<file path="config.mk">
export PLATFORM = sky130hd
export DESIGN_NAME = smc_sleep_ctrl
export DESIGN_NICKNAME = d
export VERILOG_FILES = /design/src/pkg/smc_pkg.sv /design/src/logic/smc_sleep_ctrl.sv
export SDC_FILE = /design/constraint.sdc
export NUM_CORES = 1
export LEC_CHECK = 0
export ABC_AREA = 0
export ABC_CLOCK_PERIOD_IN_PS = 2300
export BUFFER_PORTS_ARGS = -buffer_cell sky130_fd_sc_hd__buf_2
export CAP_MARGIN = 20
export CORE_MARGIN = 2
export CORE_UTILIZATION = 50
export CTS_BUF_LIST = sky130_fd_sc_hd__clkbuf_8
export DETAILED_ROUTE_END_ITERATION = 8
export GPL_ROUTABILITY_DRIVEN = 0
export PLACE_DENSITY = 0.78
export SETUP_SLACK_MARGIN = 0.05
export SLEW_MARGIN = 20
export SYNTH_ARGS = -nofsm -noshare
export SYNTH_HDL_FRONTEND = slang
export SYNTH_SLANG_ARGS = --single-unit
</file>
<file path="constraint.sdc">
create_clock -name clk_i -period 2.3 [get_ports clk_i]
set_input_delay 0.23 -clock clk_i [delete_from_list [all_inputs] [get_ports clk_i]]
set_output_delay 0.23 -clock clk_i [all_outputs]
set_load 0.03 [all_outputs]
</file>
<file path="src/pkg/smc_pkg.sv">
// Purpose: Constants for the sleep-mode clock controller
// Assumes: 10 MHz system clock, classic Wishbone register access
// Notes:   Register byte offsets are word aligned
package smc_pkg;
  localparam int unsigned CLK_HZ        = 10_000_000;
  localparam int unsigned ADDR_W        = 4;
  localparam logic [3:0]  OFF_CTRL      = 4'h0;
  localparam logic [3:0]  OFF_ASYNC     = 4'h4;
  localparam logic [3:0]  OFF_STATUS    = 4'h8;
  localparam logic [3:0]  OFF_STARTUP   = 4'hC;
  // Control word fields
  localparam int unsigned CTRL_ARM_BIT  = 6;
  localparam int unsigned CTRL_MODE_HI  = 7;
  localparam int unsigned CTRL_MODE_MID = 5;
  localparam int unsigned CTRL_MODE_LO  = 4;
  localparam int unsigned ASYNC_SEL_BIT = 3;
  localparam logic [7:0]  CTRL_RESET    = 8'h00;
  localparam logic [7:0]  ASYNC_RESET   = 8'h00;
  localparam logic [15:0] STARTUP_RESET = 16'h0006;
  // Mode encodings
  localparam logic [2:0]  MODE_IDLE     = 3'b000;
  localparam logic [2:0]  MODE_QUIET    = 3'b001;
  localparam logic [2:0]  MODE_PDOWN    = 3'b010;
  localparam logic [2:0]  MODE_PSAVE    = 3'b011;
  localparam logic [2:0]  MODE_STBY     = 3'b110;
  localparam logic [2:0]  MODE_XSTBY    = 3'b111;
  // Timing
  localparam int unsigned HALT_EXTRA_CYC = 4;
  localparam int unsigned STBY_WAKE_CYC  = 6;
  localparam logic [15:0] CNT_ONE        = 16'h0001;
  // Wake source vector positions
  localparam int unsigned WK_N          = 9;
  localparam int unsigned WK_EXT2       = 0;
  localparam int unsigned WK_EXT1_LVL   = 1;
  localparam int unsigned WK_EXT0_LVL   = 2;
  localparam int unsigned WK_EXT_EDGE   = 3;
  localparam int unsigned WK_ADDR_MATCH = 4;
  localparam int unsigned WK_TIMER2     = 5;
  localparam int unsigned WK_PROG_RDY   = 6;
  localparam int unsigned WK_CONV_DONE  = 7;
  localparam int unsigned WK_OTHER_IO   = 8;
  typedef enum logic [2:0] {
    SMC_AWAKE  = 3'b000,
    SMC_ASLEEP = 3'b001,
    SMC_START  = 3'b011,
    SMC_HOLD   = 3'b010,
    SMC_RESUME = 3'b110
  } smc_state_type;
endpackage : smc_pkg

</file>
<file path="src/logic/smc_sleep_ctrl.sv">
// Purpose: Sleep entry, clock gating, wake qualification and resume sequencing
// Assumes: Core raises halt_exec_i one cycle for each halt opcode; inputs synchronous
// Notes:   Gate enables are registered so they change only on clock edges
`timescale 1ns/1ps
`default_nettype none
// Behaviour
// Halt opcode sleeps only while the arm bit is set.
// Three-bit mode field selects one of six sleep modes.
// Interrupt wake holds core four cycles past oscillator start-up, then resumes.
// Register file and SRAM stay unchanged across sleep.
// Reset during sleep wakes device and restarts from reset vector.
// Mode 000 idle gates only core and flash clocks; here idle also stops the timer osc unless async select is set.
// Idle keeps peripherals, converter, timers, watchdog, interrupts running.
// Idle accepts external and internal peripheral interrupt wake-ups.
// Idle or quiet mode with converter enabled starts a conversion on entry.
// Mode 001 gates peripheral, core and flash clocks.
// Quiet mode wakes only on its listed converter, bus, timer, program, pin events.
// Outside idle, ext_irq_2 and level ext_irq_1/0 wake in every mode; edges ignored.
// Power-save and extended standby keep async timer only if async select set.
// Standby modes only with crystal clock source; software must ensure that.
// Main clock on in idle, quiet, standbys; off in power-down and power-save.
// 010 power-down, 011 power-save, 110 standby, 111 extended standby.
// Standby modes resume within six cycles of the wake event.
// Wake is OR of qualified sources; gate enables change glitch-free.
// Bus address-match wake honoured in every sleep mode.
module smc_sleep_ctrl (
  input  wire logic                        clk_i,
  input  wire logic                        rst_i,
  input  wire logic [smc_pkg::ADDR_W-1:0]  adr_i,
  input  wire logic [31:0]                 dat_i,
  output logic      [31:0]                 dat_o,
  input  wire logic                        we_i,
  input  wire logic [3:0]                  sel_i,
  input  wire logic                        cyc_i,
  input  wire logic                        stb_i,
  output logic                             ack_o,
  input  wire logic                        halt_exec_i,
  input  wire logic                        wake_reset_i,
  input  wire logic                        conv_enabled_i,
  input  wire logic                        crystal_sel_i,
  input  wire logic [smc_pkg::WK_N-1:0]    wake_src_i,
  output logic                             core_clk_en_o,
  output logic                             flash_clk_en_o,
  output logic                             periph_clk_en_o,
  output logic                             conv_clk_en_o,
  output logic                             async_clk_en_o,
  output logic                             main_osc_en_o,
  output logic                             timer_osc_en_o,
  output logic                             conv_start_o,
  output logic                             irq_resume_o,
  output logic                             reset_resume_o,
  output logic                             sleeping_o
);

  // Every output is a field of this one register, so each changes only on a clock edge
  typedef struct packed {
    logic [7:0]            ctrl;
    logic [7:0]            async_ctl;
    logic [15:0]           startup;
    smc_pkg::smc_state_type st;
    logic [2:0]            mode;
    logic [15:0]           cnt;
    logic                  ack;
    logic [31:0]           rdata;
    logic [6:0]            gates;
    logic                  conv_start;
    logic                  irq_resume;
    logic                  reset_resume;
    logic                  sleeping;
  } smc_regs_type;

  smc_regs_type r_reg;
  smc_regs_type r_next;

  // Clock enables for one mode: core, flash, periph, conv, async, main osc, timer osc
  function automatic logic [6:0] gate_decode(input logic [2:0] m, input logic async_sel);
    logic core_en;
    logic flash_en;
    logic periph_en;
    logic conv_en;
    logic async_en;
    logic main_en;
    logic tosc_en;
    // Core and flash stop in every sleep mode
    core_en   = 1'b0;
    flash_en  = 1'b0;
    periph_en = 1'b0;
    conv_en   = 1'b0;
    async_en  = 1'b0;
    main_en   = 1'b0;
    tosc_en   = 1'b0;
    case (m)
      smc_pkg::MODE_IDLE: begin
        periph_en = 1'b1;
        conv_en   = 1'b1;
        async_en  = 1'b1;
        main_en   = 1'b1;
        tosc_en   = async_sel;
      end
      smc_pkg::MODE_QUIET: begin
        conv_en  = 1'b1;
        async_en = 1'b1;
        main_en  = 1'b1;
        tosc_en  = async_sel;
      end
      smc_pkg::MODE_PDOWN: begin
        main_en = 1'b0;
      end
      smc_pkg::MODE_PSAVE: begin
        async_en = async_sel;
        tosc_en  = async_sel;
      end
      smc_pkg::MODE_STBY: begin
        main_en = 1'b1;
      end
      smc_pkg::MODE_XSTBY: begin
        async_en = async_sel;
        main_en  = 1'b1;
        tosc_en  = async_sel;
      end
      default: begin
        main_en = 1'b0;
      end
    endcase
    return {core_en, flash_en, periph_en, conv_en, async_en, main_en, tosc_en};
  endfunction : gate_decode

  // Wake sources qualified for a mode
  function automatic logic [smc_pkg::WK_N-1:0] wake_mask(input logic [2:0] m, input logic async_sel);
    logic [smc_pkg::WK_N-1:0] k;
    k = '0;
    k[smc_pkg::WK_EXT2]       = 1'b1;
    k[smc_pkg::WK_EXT1_LVL]   = 1'b1;
    k[smc_pkg::WK_EXT0_LVL]   = 1'b1;
    k[smc_pkg::WK_ADDR_MATCH] = 1'b1;
    case (m)
      smc_pkg::MODE_IDLE: k = '1;
      smc_pkg::MODE_QUIET: begin
        k[smc_pkg::WK_TIMER2]    = 1'b1;
        k[smc_pkg::WK_PROG_RDY]  = 1'b1;
        k[smc_pkg::WK_CONV_DONE] = 1'b1;
      end
      smc_pkg::MODE_PSAVE, smc_pkg::MODE_XSTBY: k[smc_pkg::WK_TIMER2] = async_sel;
      smc_pkg::MODE_PDOWN, smc_pkg::MODE_STBY: begin
        // Timer 2 has no clock here, so its request cannot be trusted
        k[smc_pkg::WK_TIMER2] = 1'b0;
      end
      default: k = k;
    endcase
    return k;
  endfunction : wake_mask

  // Views of the control and async words shared by both processes
  logic [2:0] mode_field;
  logic       async_sel;
  logic       mode_valid;
  logic       wake_any;
  logic [31:0] rd_mux;

  always_comb begin
    mode_field = {r_reg.ctrl[smc_pkg::CTRL_MODE_HI], r_reg.ctrl[smc_pkg::CTRL_MODE_MID],
                  r_reg.ctrl[smc_pkg::CTRL_MODE_LO]};
    async_sel  = r_reg.async_ctl[smc_pkg::ASYNC_SEL_BIT];
    // Unlisted codes and standby without a crystal are not entered
    mode_valid = (mode_field != 3'b100) && (mode_field != 3'b101) &&
                 (!mode_field[2] || crystal_sel_i);
    wake_any   = |(wake_src_i & wake_mask(r_reg.mode, async_sel));
    case (adr_i)
      smc_pkg::OFF_CTRL:    rd_mux = {24'h00_0000, r_reg.ctrl};
      smc_pkg::OFF_ASYNC:   rd_mux = {24'h00_0000, r_reg.async_ctl};
      smc_pkg::OFF_STATUS:  rd_mux = {24'h00_0000, 1'b0, r_reg.gates};
      smc_pkg::OFF_STARTUP: rd_mux = {16'h0000, r_reg.startup};
      default:              rd_mux = 32'h0000_0000;
    endcase
  end

  always_comb begin
    r_next              = r_reg;
    r_next.ack          = 1'b0;
    r_next.conv_start   = 1'b0;
    r_next.irq_resume   = 1'b0;
    r_next.reset_resume = 1'b0;
    // Bus: one registered ack a cycle after the strobe, dropped the cycle after it is given
    if (cyc_i && stb_i && !r_reg.ack) begin
      r_next.ack   = 1'b1;
      r_next.rdata = rd_mux;
      // Status is read-only; writes to it or to unmapped offsets are dropped
      if (we_i && sel_i[0]) begin
        case (adr_i)
          smc_pkg::OFF_CTRL:  r_next.ctrl      = dat_i[7:0];
          smc_pkg::OFF_ASYNC: r_next.async_ctl = dat_i[7:0];
          smc_pkg::OFF_STARTUP: r_next.startup[7:0] = dat_i[7:0];
          default: r_next.ctrl = r_next.ctrl;
        endcase
      end
      if (we_i && sel_i[1] && adr_i == smc_pkg::OFF_STARTUP) begin
        r_next.startup[15:8] = dat_i[15:8];
      end
    end
    case (r_reg.st)
      smc_pkg::SMC_AWAKE: begin
        // Mode is latched at entry; later control writes leave the gates alone
        r_next.gates    = 7'b111_1111;
        r_next.sleeping = 1'b0;
        if (halt_exec_i && r_reg.ctrl[smc_pkg::CTRL_ARM_BIT] && mode_valid) begin
          r_next.st       = smc_pkg::SMC_ASLEEP;
          r_next.mode     = mode_field;
          r_next.gates    = gate_decode(mode_field, async_sel);
          r_next.sleeping = 1'b1;
          // Sleep only stops clocks, storage is never touched
          r_next.conv_start = conv_enabled_i && !mode_field[2] && !mode_field[1];
        end
      end
      smc_pkg::SMC_ASLEEP: begin
        // Decoded every cycle so a change of the async select acts during sleep
        r_next.gates = gate_decode(r_reg.mode, async_sel);
        if (wake_reset_i) begin
          r_next.st           = smc_pkg::SMC_AWAKE;
          r_next.gates        = 7'b111_1111;
          r_next.reset_resume = 1'b1;
          r_next.sleeping     = 1'b0;
        end else if (wake_any) begin
          r_next.st = smc_pkg::SMC_START;
          // Oscillator still running in idle, quiet and standbys
          if (r_reg.gates[1]) begin
            r_next.cnt = 16'(smc_pkg::HALT_EXTRA_CYC);
            r_next.st  = smc_pkg::SMC_HOLD;
          end else begin
            r_next.cnt = (r_reg.startup == 16'h0000) ? smc_pkg::CNT_ONE : r_reg.startup;
          end
          // Main oscillator and clocks other than core and flash restart first
          r_next.gates = {2'b00, 5'b1_1111};
        end
      end
      smc_pkg::SMC_START: begin
        // Counted start-up stands in for the stopped oscillator settling
        if (r_reg.cnt <= smc_pkg::CNT_ONE) begin
          r_next.st  = smc_pkg::SMC_HOLD;
          r_next.cnt = 16'(smc_pkg::HALT_EXTRA_CYC);
        end else begin
          r_next.cnt = r_reg.cnt - smc_pkg::CNT_ONE;
        end
      end
      smc_pkg::SMC_HOLD: begin
        // Core and flash return together when the hold runs out
        if (r_reg.cnt <= smc_pkg::CNT_ONE) begin
          r_next.st    = smc_pkg::SMC_RESUME;
          r_next.gates = 7'b111_1111;
        end else begin
          r_next.cnt = r_reg.cnt - smc_pkg::CNT_ONE;
        end
      end
      smc_pkg::SMC_RESUME: begin
        r_next.st         = smc_pkg::SMC_AWAKE;
        r_next.irq_resume = 1'b1;
        r_next.sleeping   = 1'b0;
      end
      default: r_next.st = smc_pkg::SMC_AWAKE;
    endcase
    // Reset still wins while the oscillator is starting; the core restarts from its vector
    if (wake_reset_i && r_reg.st != smc_pkg::SMC_AWAKE && r_reg.st != smc_pkg::SMC_ASLEEP) begin
      r_next.st           = smc_pkg::SMC_AWAKE;
      r_next.gates        = 7'b111_1111;
      r_next.reset_resume = 1'b1;
      r_next.sleeping     = 1'b0;
    end
  end

  always_ff @(posedge clk_i) begin
    if (rst_i) begin
      r_reg.ctrl         <= smc_pkg::CTRL_RESET;
      r_reg.async_ctl    <= smc_pkg::ASYNC_RESET;
      r_reg.startup      <= smc_pkg::STARTUP_RESET;
      r_reg.st           <= smc_pkg::SMC_AWAKE;
      r_reg.mode         <= smc_pkg::MODE_IDLE;
      r_reg.cnt          <= 16'h0000;
      r_reg.ack          <= 1'b0;
      r_reg.rdata        <= 32'h0000_0000;
      r_reg.gates        <= 7'b111_1111;
      r_reg.conv_start   <= 1'b0;
      r_reg.irq_resume   <= 1'b0;
      r_reg.reset_resume <= 1'b0;
      r_reg.sleeping     <= 1'b0;
    end else begin
      r_reg <= r_next;
    end
  end

  assign dat_o           = r_reg.rdata;
  assign ack_o           = r_reg.ack;
  assign core_clk_en_o   = r_reg.gates[6];
  assign flash_clk_en_o  = r_reg.gates[5];
  assign periph_clk_en_o = r_reg.gates[4];
  assign conv_clk_en_o   = r_reg.gates[3];
  assign async_clk_en_o  = r_reg.gates[2];
  assign main_osc_en_o   = r_reg.gates[1];
  assign timer_osc_en_o  = r_reg.gates[0];
  assign conv_start_o    = r_reg.conv_start;
  assign irq_resume_o    = r_reg.irq_resume;
  assign reset_resume_o  = r_reg.reset_resume;
  assign sleeping_o      = r_reg.sleeping;

endmodule : smc_sleep_ctrl
`default_nettype wire

</file>
==> results of run 1 <==
[how the worst max path moves through the flow]
stage | endpoint | slack (ps) | cells after the start
floorplan | r_reg[52] | 110 | 8
global placement | r_reg[52] | 70 | 7
detailed placement | r_reg[52] | -7 | 7
CTS | r_reg[52] | 50 | 7
global route | r_reg[52] | 7 | 7
finish | r_reg[56] | 90 | 9
[repair_timing]
item	in CTS	in global routing
gates cloned	0	0
setup endpoints to repair	10	20
pin swaps	2	2
setup buffers	2	0
resized for setup	6	5
endpoints found under the hold margin	0	0
[synthesized netlist by cell type, types with 5 or more instances]
cell / number
a21oi_1: 39
a221oi_1: 6
a22o_1: 6
a22oi_1: 9
and3_1: 6
buf_4: 34
clkbuf_1: 21
dfxtp_1: 81
inv_1: 9
mux2_2: 7
mux2i_1: 28
nand2_1: 38
nand3_1: 12
nor2_1: 75
nor3_1: 18
nor4_1: 9
o21ai_0: 15
o21ai_1: 10
or3_1: 5
xnor2_1: 5
[critical path: cells and delay by family, from the launching register on]
kind,cells,cell delay (ps)
compound gates,3,380
buf+inv,2,230
simple gates,3,840
flops,1,460
fa+ha+maj,1,270
[power breakdown]
part	switching (mW)	internal, mW
Sequential	0.130	1.52
Combinational	1.14	0.882
Clock	0.594	0.415
[cell families after synthesis]
group	count (synthesis)
AOI/OAI and AO/OA	115
xor gates and xnor gates	6
adders and majority gates	4
buffers and inverters	69
DFF	81
muxes	36
other	1
and+or+nand+nor	190
[cell type report]
cell class,count,area [um2],share of cell area
tap,105,131.4,0.02747
sequential,81,1623,0.3393
multi-input combinational,367,2236,0.4674
timing repair buffer,98,575.6,0.1203
inverter,9,33.78,0.007063
clock inverter,7,60.06,0.01256
clock buffer,9,123.9,0.02590
[per-layer routing]
| metal | vias to the layer above | share of wire | global-route usage |
|---|---|---|---|
| met1 | 1870 | 0.44 | 0.3235 |
| met2 | 183 | 0.48 | 0.3991 |
| met3 | 18 | 0.075 | 0.04348 |
| met5 | - | 0 | 0 |
| met4 | 0 | 0.011 | 0.08454 |
| li1 | 1872 | - | - |
[per-stage QoR]
stage                     worst slack, ps  std cells  setup TNS, ps    util  power [mW]
final                               86.90        676              0  0.5881       4.679
after global routing                6.828        676              0  0.5881       4.946
after detailed placement           -6.843        658         -6.843  0.5578       3.470
after floorplan                     108.4        517              0       -       2.963
after global placement              65.23        658              0  0.5578       3.414
after CTS                           51.01        676              0  0.5850       4.584
==> results.toml, run 1 <==
[layout]
layout_common_cells = "dfxtp_1 (80), nor2_1 (74), buf_2 (67)"
areaGrowthSynthToFinish_pct = 14.94
fin_nets = 628
final_common_cell = "dfxtp_1"
drive_gt1_frac = 0.2434
largest_register_ffs = 50
num_antenna_cells = 0
finalInstanceArea_um2 = 4783
n_fill_cell = 718

[synth]
yosys_most_used_dff = "dfxtp_1"
synth-edff-count = 0
synthMuxAreaShare = 0.09170
synth_top_family_by_area = "simple AND/OR/NAND/NOR gates"
synthCells = 502
avgSynthCellArea_um2 = 8.290
synth_xor_area_frac = 0.01263
synth_area_leaders = "dfxtp_1 (39%), nor2_1 (6.8%), mux2i_1 (6.7%), buf_4 (6.1%), a21oi_1 (4.7%)"
synth_top_area_share = 0.3897
synthAdderAreaFrac = 0.01203
yosysTopAreaCell = "dfxtp_1"
synth-simple-area-share = 0.2162
synth_warnings = 0
synth_compound_area_frac = 0.1810
synthArstFlopShare = 0
ys_seq_area_frac = 0.3897
ys_ff_latch = 81
yosysUniqueCellTypes = 63
synth_area_um2 = 4161

[worst_setup_path]
max_stage_delay_ps = 460
cp_max_fo = 7
cp-end-kind = "flip-flop"
arrival_ps = 2520
worst_ep_required_time_ps = 2610
r2r_end = "r_reg[56]"
crit_chain = "inv_1 -> ha_1 -> nor2_2 -> or3_4 -> o31ai_4 -> buf_4 -> or4_1 -> a21oi_1 -> o21a_1"
ff2ff_path_depth = 9
cp-startpoint = "r_reg[44]"
cpMaxStageDelayCell = "dfxtp_1"
path_class = "reg2reg"
cp-start-kind = "flip-flop"
r2r-start = "r_reg[44]"
rrSetupSlack_ps = 90

[clocking]
htreeDepth = 3
clkLatencyLatePin_ps = 370
clk_pin_slew_worst_paths_ps = 90
cts-hold-fix-buffers = 0
clk_path_buf_depth = 2
root_buffer = "clkbuf_8"
numClockSinks = 81
cts_tree = "yes"
numCtsBuffers = 9

[sta]
fin_worst_skew_ps = 12.55
rsz0062_at_grt = "true"
hold_slack_ps = 106.3
hold_violations = 0
setup_violations = 0
min_period_over_period = 0.9622
finalMaxSlewViolations = 0
worst_pin_slew_ps = 530.0
max_slew_margin = 0.6434
clock.fmax_mhz = 451.9
period_needed_ps = 2213

[routing]
drt_wl_total_mm = 10.66
drc = 0
wl_per_cell_um = 15.78
num_vias = 3943
ant_nets = 0
drt_iter0_markers = 291
drtPass1Iterations = 5
viasPerCell = 5.833

[floorplanning]
core_area_um2 = 8134
die_h_um = 95.23
initial_core_util = 0.5116
row_count = 33
dieArea_um2 = 9069
die_w_um = 95.23
io_pins = 102

[min_path]
worstHoldStart = "dat_i[11]"
worstHoldPathCells = 3
hold_path_end = "r_reg[77]"
hold_class = "in2reg"

[power_and_ir_drop]
vdd_drop_max_uv = 465.2
pwr_density_cell_nw_per_um2 = 978.3
p_leak_nw = 1.952

[global_routing]
grt.total_usage = 0.2439
grt-ovfl-total = 0
grt_pass1_wl_mm = 17.38
grt_max_degree = 40
antenna_found_initial = 0
grt_pass1_vias = 3619

[status]
status = "finished, final reports clean"

[placed_design]
port_buffers = 67
placed_area_um2 = 4537
dp_hpwl_mm = 7.724

[job]
drv_cap = 0
No activity file was read; power rests on OpenSTA's default activity.
==> run 2: changes to the inputs <==
--- a/config.mk
+++ b/config.mk
@@ -5,16 +5,17 @@
 export SDC_FILE = /design/constraint.sdc
 export NUM_CORES = 1
 export LEC_CHECK = 0
-export ABC_AREA = 0
+export ABC_AREA = 1
 export ABC_CLOCK_PERIOD_IN_PS = 2300
 export BUFFER_PORTS_ARGS = -buffer_cell sky130_fd_sc_hd__buf_2
 export CAP_MARGIN = 20
 export CORE_MARGIN = 2
-export CORE_UTILIZATION = 50
+export CORE_UTILIZATION = 51
 export CTS_BUF_LIST = sky130_fd_sc_hd__clkbuf_8
 export DETAILED_ROUTE_END_ITERATION = 8
 export GPL_ROUTABILITY_DRIVEN = 0
-export PLACE_DENSITY = 0.78
+export MAX_ROUTING_LAYER = met4
+export PLACE_DENSITY = 0.79
 export SETUP_SLACK_MARGIN = 0.05
 export SLEW_MARGIN = 20
 export SYNTH_ARGS = -nofsm -noshare
==> results.toml, run 2 <==
[synth]
yosys_most_used_dff = "dfxtp_1"
synth_top_area_share = 0.3495
synthCells = 694
synthArstFlopShare = 0
synth_area_leaders = "dfxtp_1 (35%), nand2_1 (13%), nor2_1 (8.0%), o21ai_0 (6.0%), inv_1 (5.9%)"
synth-edff-count = 0
avgSynthCellArea_um2 = 6.685
yosysTopAreaCell = "dfxtp_1"
synth_most_common_cell = "nand2_1"
synth_warnings = 0
ys_seq_area_frac = 0.3495
yosysUniqueCellTypes = 36
ys_ff_latch = 81
synth_area_um2 = 4639
synth_common_cells = "nand2_1 (163), nor2_1 (99), dfxtp_1 (81)"

[floorplanning]
io_pins = 102
core_area_um2 = 8763
initial_core_util = 0.5294
die_w_um = 99.38
row_count = 34
die_h_um = 99.38
dieArea_um2 = 9875

[placed_design]
port_buffers = 67
dpl_worst_slack_ps = 573.8
dp_hpwl_mm = 8.381

[sta]
setup_violations = 0
clock.fmax_mhz = 561.7
max_slew_margin = 0.6437
rsz0062_at_grt = "false"
finalMaxSlewViolations = 0
timing.final.ws_setup_ps = 519.6
period_needed_ps = 1780
hold_violations = 0
worst_pin_slew_ps = 530.9
min_period_over_period = 0.7741
fin_worst_skew_ps = 9.254
finalSetupTns_ps = 0

[worst_setup_path]
arrival_ps = 2090
path_class = "reg2reg"
r2r-start = "mode_field[1]"
cp-startpoint = "mode_field[1]"
cp-start-kind = "flip-flop"
worst_ep_required_time_ps = 2610
cp_max_fo = 7
cp-end-kind = "flip-flop"

[routing]
drtPass1Iterations = 5
drt_iter0_markers = 294
wl_per_cell_um = 13.21
drt_wl_total_mm = 11.24
num_vias = 4483
drc = 0
viasPerCell = 5.268
ant_nets = 0

[clocking]
numCtsBuffers = 9
cts_resized = 0
postCtsSetupBuffers = 0
htreeDepth = 3
cts-hold-fix-buffers = 0
numClockSinks = 81
root_buffer = "clkbuf_8"
cts_tree = "yes"
clk_path_buf_depth = 2
clk_pin_slew_worst_paths_ps = 90
clkLatencyLatePin_ps = 360

[layout]
final_util = 0.5781
final_common_cell = "nand2_1"
areaGrowthSynthToFinish_pct = 9.196
fin_nets = 801
num_antenna_cells = 0
n_fill_cell = 819
layout_common_cells = "nand2_1 (163), nor2_1 (99), dfxtp_1 (81)"
drive_gt1_frac = 0.1655
largest_register_ffs = 50

[power_and_ir_drop]
pwr_density_cell_nw_per_um2 = 982.0
vdd_drop_max_uv = 424.8
p_leak_nw = 2.476

[global_routing]
grt_max_degree = 45
grt-ovfl-total = 0
grt_pass1_vias = 4326
grt_pass1_wl_mm = 19.23
antenna_found_initial = 0
grt.total_usage = 0.2429

[min_path]
hold_class = "in2reg"
worstHoldStart = "conv_enabled_i"

[status]
status = "finished, final reports clean"

[job]
drv_cap = 0
## run 2: cell families (layout without fill, tap and decap cells)
kind of cell	after synthesis	count (layout)	synth area share
AOI/OAI and AO/OA	118	118	0.1313
xor gates and xnor gates	9	9	0.01699
adders and majority gates	4	4	0.01079
buffers and inverters	134	168	0.1440
DFF	81	81	0.3495
other	1	16	0.0008083
and+or+nand+nor	347	347	0.3465
## run 2: path summary, 6_finish.rpt
| path | end | depth (start not counted) | slack (ps) |
|---|---|---|---|
| max | r_reg[63] | 9 | 520 |
| min | conv_start_o | 3 | 110 |
| max reg2reg | r_reg[63] | 9 | 520 |
| min reg2reg | sleeping_o | 2 | 460 |
## run 2: critical path, cell delays in order, from the launching register on
cell	delay (ps)
dfxtp_1	360
inv_1	120
ha_1	220
nor2_1	90
o21ai_1	190
nor2_1	410
nor2_1	100
nand4_1	100
nand2_1	50
nor2_1	70
## run 2: layout make-up
type | instances | area, um2 | area share
Timing Repair Buffer | 70 | 370.4 | 0.07310
Tap cell | 108 | 135.1 | 0.02667
Inverter | 83 | 316.6 | 0.06248
Multi-Input combinational cell | 494 | 2406 | 0.4749
Sequential cell | 81 | 1622 | 0.3201
Clock inverter | 6 | 92.59 | 0.01828
Clock buffer | 9 | 123.9 | 0.02445
## run 2: metrics by stage
stage                     hold WS (ps)  area (um2)  cells  total power, mW
after floorplan                  308.7        4696    709            3.439
after global placement           443.6        4850    836            3.748
after detailed placement         450.6        4850    836            3.815
after CTS                        96.49        5066    851            4.977
after global routing             106.7        5066    851            5.384
final                            109.4        5066    851            4.975
## run 2: where the power goes
group	switching, mW	internal (mW)
registers	0.136	1.54
clock network	0.562	0.611
logic	1.42	0.707
## run 2: layer usage
metal	wire [um]	part of all wire	up-vias	GRT usage
met2	5334	0.47	157	0.3971
met3	603	0.054	25	0.02811
li1	-	-	2268	-
met5	0	0	-	-
met4	291	0.026	0	0.1043
met1	5010	0.45	2033	0.3047
==> run 3: changes to the inputs <==
--- a/config.mk
+++ b/config.mk
@@ -5,17 +5,17 @@
 export SDC_FILE = /design/constraint.sdc
 export NUM_CORES = 1
 export LEC_CHECK = 0
-export ABC_AREA = 1
-export ABC_CLOCK_PERIOD_IN_PS = 2300
+export ABC_AREA = 0
+export ABC_CLOCK_PERIOD_IN_PS = 1600
 export BUFFER_PORTS_ARGS = -buffer_cell sky130_fd_sc_hd__buf_2
 export CAP_MARGIN = 20
 export CORE_MARGIN = 2
-export CORE_UTILIZATION = 51
+export CORE_UTILIZATION = 50
 export CTS_BUF_LIST = sky130_fd_sc_hd__clkbuf_8
 export DETAILED_ROUTE_END_ITERATION = 8
 export GPL_ROUTABILITY_DRIVEN = 0
 export MAX_ROUTING_LAYER = met4
-export PLACE_DENSITY = 0.79
+export PLACE_DENSITY = 0.78
 export SETUP_SLACK_MARGIN = 0.05
 export SLEW_MARGIN = 20
 export SYNTH_ARGS = -nofsm -noshare
==> constraint.sdc (replaced) <==
create_clock -name clk_i -period 1.6 [get_ports clk_i]
set_input_delay 0.16 -clock clk_i [delete_from_list [all_inputs] [get_ports clk_i]]
set_output_delay 0.16 -clock clk_i [all_outputs]
set_load 0.03 [all_outputs]
==> results.toml, run 3 (synthesis results as in run 1) <==
[routing]
drc = 0
drt_wl_total_mm = 12.58
num_vias = 4301
ant_nets = 0
drtPass1Iterations = 6
viasPerCell = 5.773
drt_iter0_markers = 421
wl_per_cell_um = 16.89

[worst_setup_path]
cp-start-kind = "flip-flop"
rrSetupSlack_ps = -640
cp_common_cell = "a21oi_1"
crit_chain = "or4_4 -> or3_4 -> o31ai_4 -> buf_6 -> a21oi_1 -> a21oi_1 -> o32ai_1"
path_class = "reg2reg"
cp-startpoint = "r_reg[55]"
worst_ep_required_time_ps = 1830
cp-end-kind = "flip-flop"
max_stage_delay_ps = 540
r2r-start = "r_reg[55]"
arrival_ps = 2480
cp_max_fo = 12
cpMaxStageDelayCell = "or4_4"

[global_routing]
antenna_found_initial = 0
met2_usage = 0.4589
grt.total_usage = 0.2826
use_met3 = 0.04348
grt_max_degree = 37
grtUsageMet1 = 0.3538
grt_pass1_vias = 3971
grt_pass1_wl_mm = 19.38
busiest_layer = "met2"
grt-ovfl-total = 0

[layout]
finalInstanceArea_um2 = 5657
largest_register_ffs = 50
final_util = 0.6954
fin_nets = 698
num_antenna_cells = 0
final_common_cell = "buf_4"
drive_gt1_frac = 0.3859
areaGrowthSynthToFinish_pct = 35.93
layout_common_cells = "buf_4 (89), dfxtp_1 (75), nor2_1 (69)"

[status]
status = "finished with violations"
failed_checks = "negative setup slack"

[power_and_ir_drop]
p_int_mw = 5.254
clockPowerShare = 0.222
seqPwrFrac = 0.279
comb_power_share = 0.500
pwr_density_cell_nw_per_um2 = 1475
p_leak_nw = 2.402
total_power_mw = 8.346
vdd_drop_max_uv = 732.6
p_sw_mw = 3.092
switching_share = 0.3705

[placed_design]
placed_area_um2 = 5096
port_buffers = 67
dp_hpwl_mm = 8.521
dpl_worst_slack_ps = -628.8

[floorplanning]
dieArea_um2 = 9069
row_count = 33
die_h_um = 95.23
die_w_um = 95.23
core_area_um2 = 8134
initial_core_util = 0.5116
io_pins = 102

[sta]
setup_violations = 25
period_needed_ps = 2241
hold_violations = 0
clock.fmax_mhz = 446.1
fin_worst_skew_ps = 7.952
max_slew_margin = 0.6471
min_period_over_period = 1.401
rsz0062_at_grt = "true"
hold_slack_ps = 31.79
timing.final.ws_setup_ps = -641.4
finalMaxSlewViolations = 0
worst_pin_slew_ps = 523.9

[clocking]
clk_path_buf_depth = 2
clk_pin_slew_worst_paths_ps = 80
clkLatencyLatePin_ps = 360
htreeDepth = 3
numClockSinks = 81
numCtsBuffers = 9
root_buffer = "clkbuf_8"
cts-hold-fix-buffers = 0
cts_tree = "yes"

[min_path]
worstHoldStart = "dat_i[11]"
hold_class = "in2reg"

[job]
drv_cap = 0
==> run 3: critical path, delay by kind of cell, from the launching register on <==
kind / cells / cell delay (ps)
and+or+nand+nor: 2 / 950
AOI/OAI and AO/OA: 4 / 620
DFF: 1 / 320
buffers and inverters: 1 / 210
==> run 3: layout make-up <==
type | count | area [um2]
fill | 637 | 2477
multi-input combinational | 367 | 2447
sequential | 81 | 1634
timing repair buffer | 168 | 1169
clock buffer | 10 | 137.6
tap | 105 | 131.4
clock inverter | 5 | 103.9
inverter | 9 | 33.78
==> run 3: per-stage QoR <==
stage / TNS [ps] / cells
3_5_place_dp: -13150 / 721
6_report: -13450 / 745
3_3_place_gp: -11930 / 721
2_1_floorplan: -10280 / 517
4_1_cts: -12100 / 744
5_1_grt: -14790 / 745
==> run 3: worst paths after layout <==
path	to	depth (start not counted)
worst min-delay path	r_reg[77]	3
worst max register to register	r_reg[51]	7
worst min register to register	dat_o[7]	2
worst max-delay path	r_reg[51]	7
==> run 3: metal layers <==
metal  share of wire  routed length (um)
met1            0.42                5248
met2            0.47                5977
met3           0.079                1000
met4           0.028                 357
met5               0                   0
==> run 3: power groups by stage <==
stage	clock network (mW)	logic, mW	registers (mW)
floorplan	0	1.93	2.41
global route	1.95	4.42	2.33
finish	1.85	4.17	2.33
CTS	1.84	3.64	2.30
global placement	0	3.18	2.34
detailed placement	0	3.27	2.35
==> run 3: what timing repair did <==
action | in CTS | in global routing
gates cloned | 0 | 1
pin swaps | 12 | 19
gates resized for setup | 26 | 42
setup endpoints to repair | 30 | 45
buffers inserted | 9 | 5
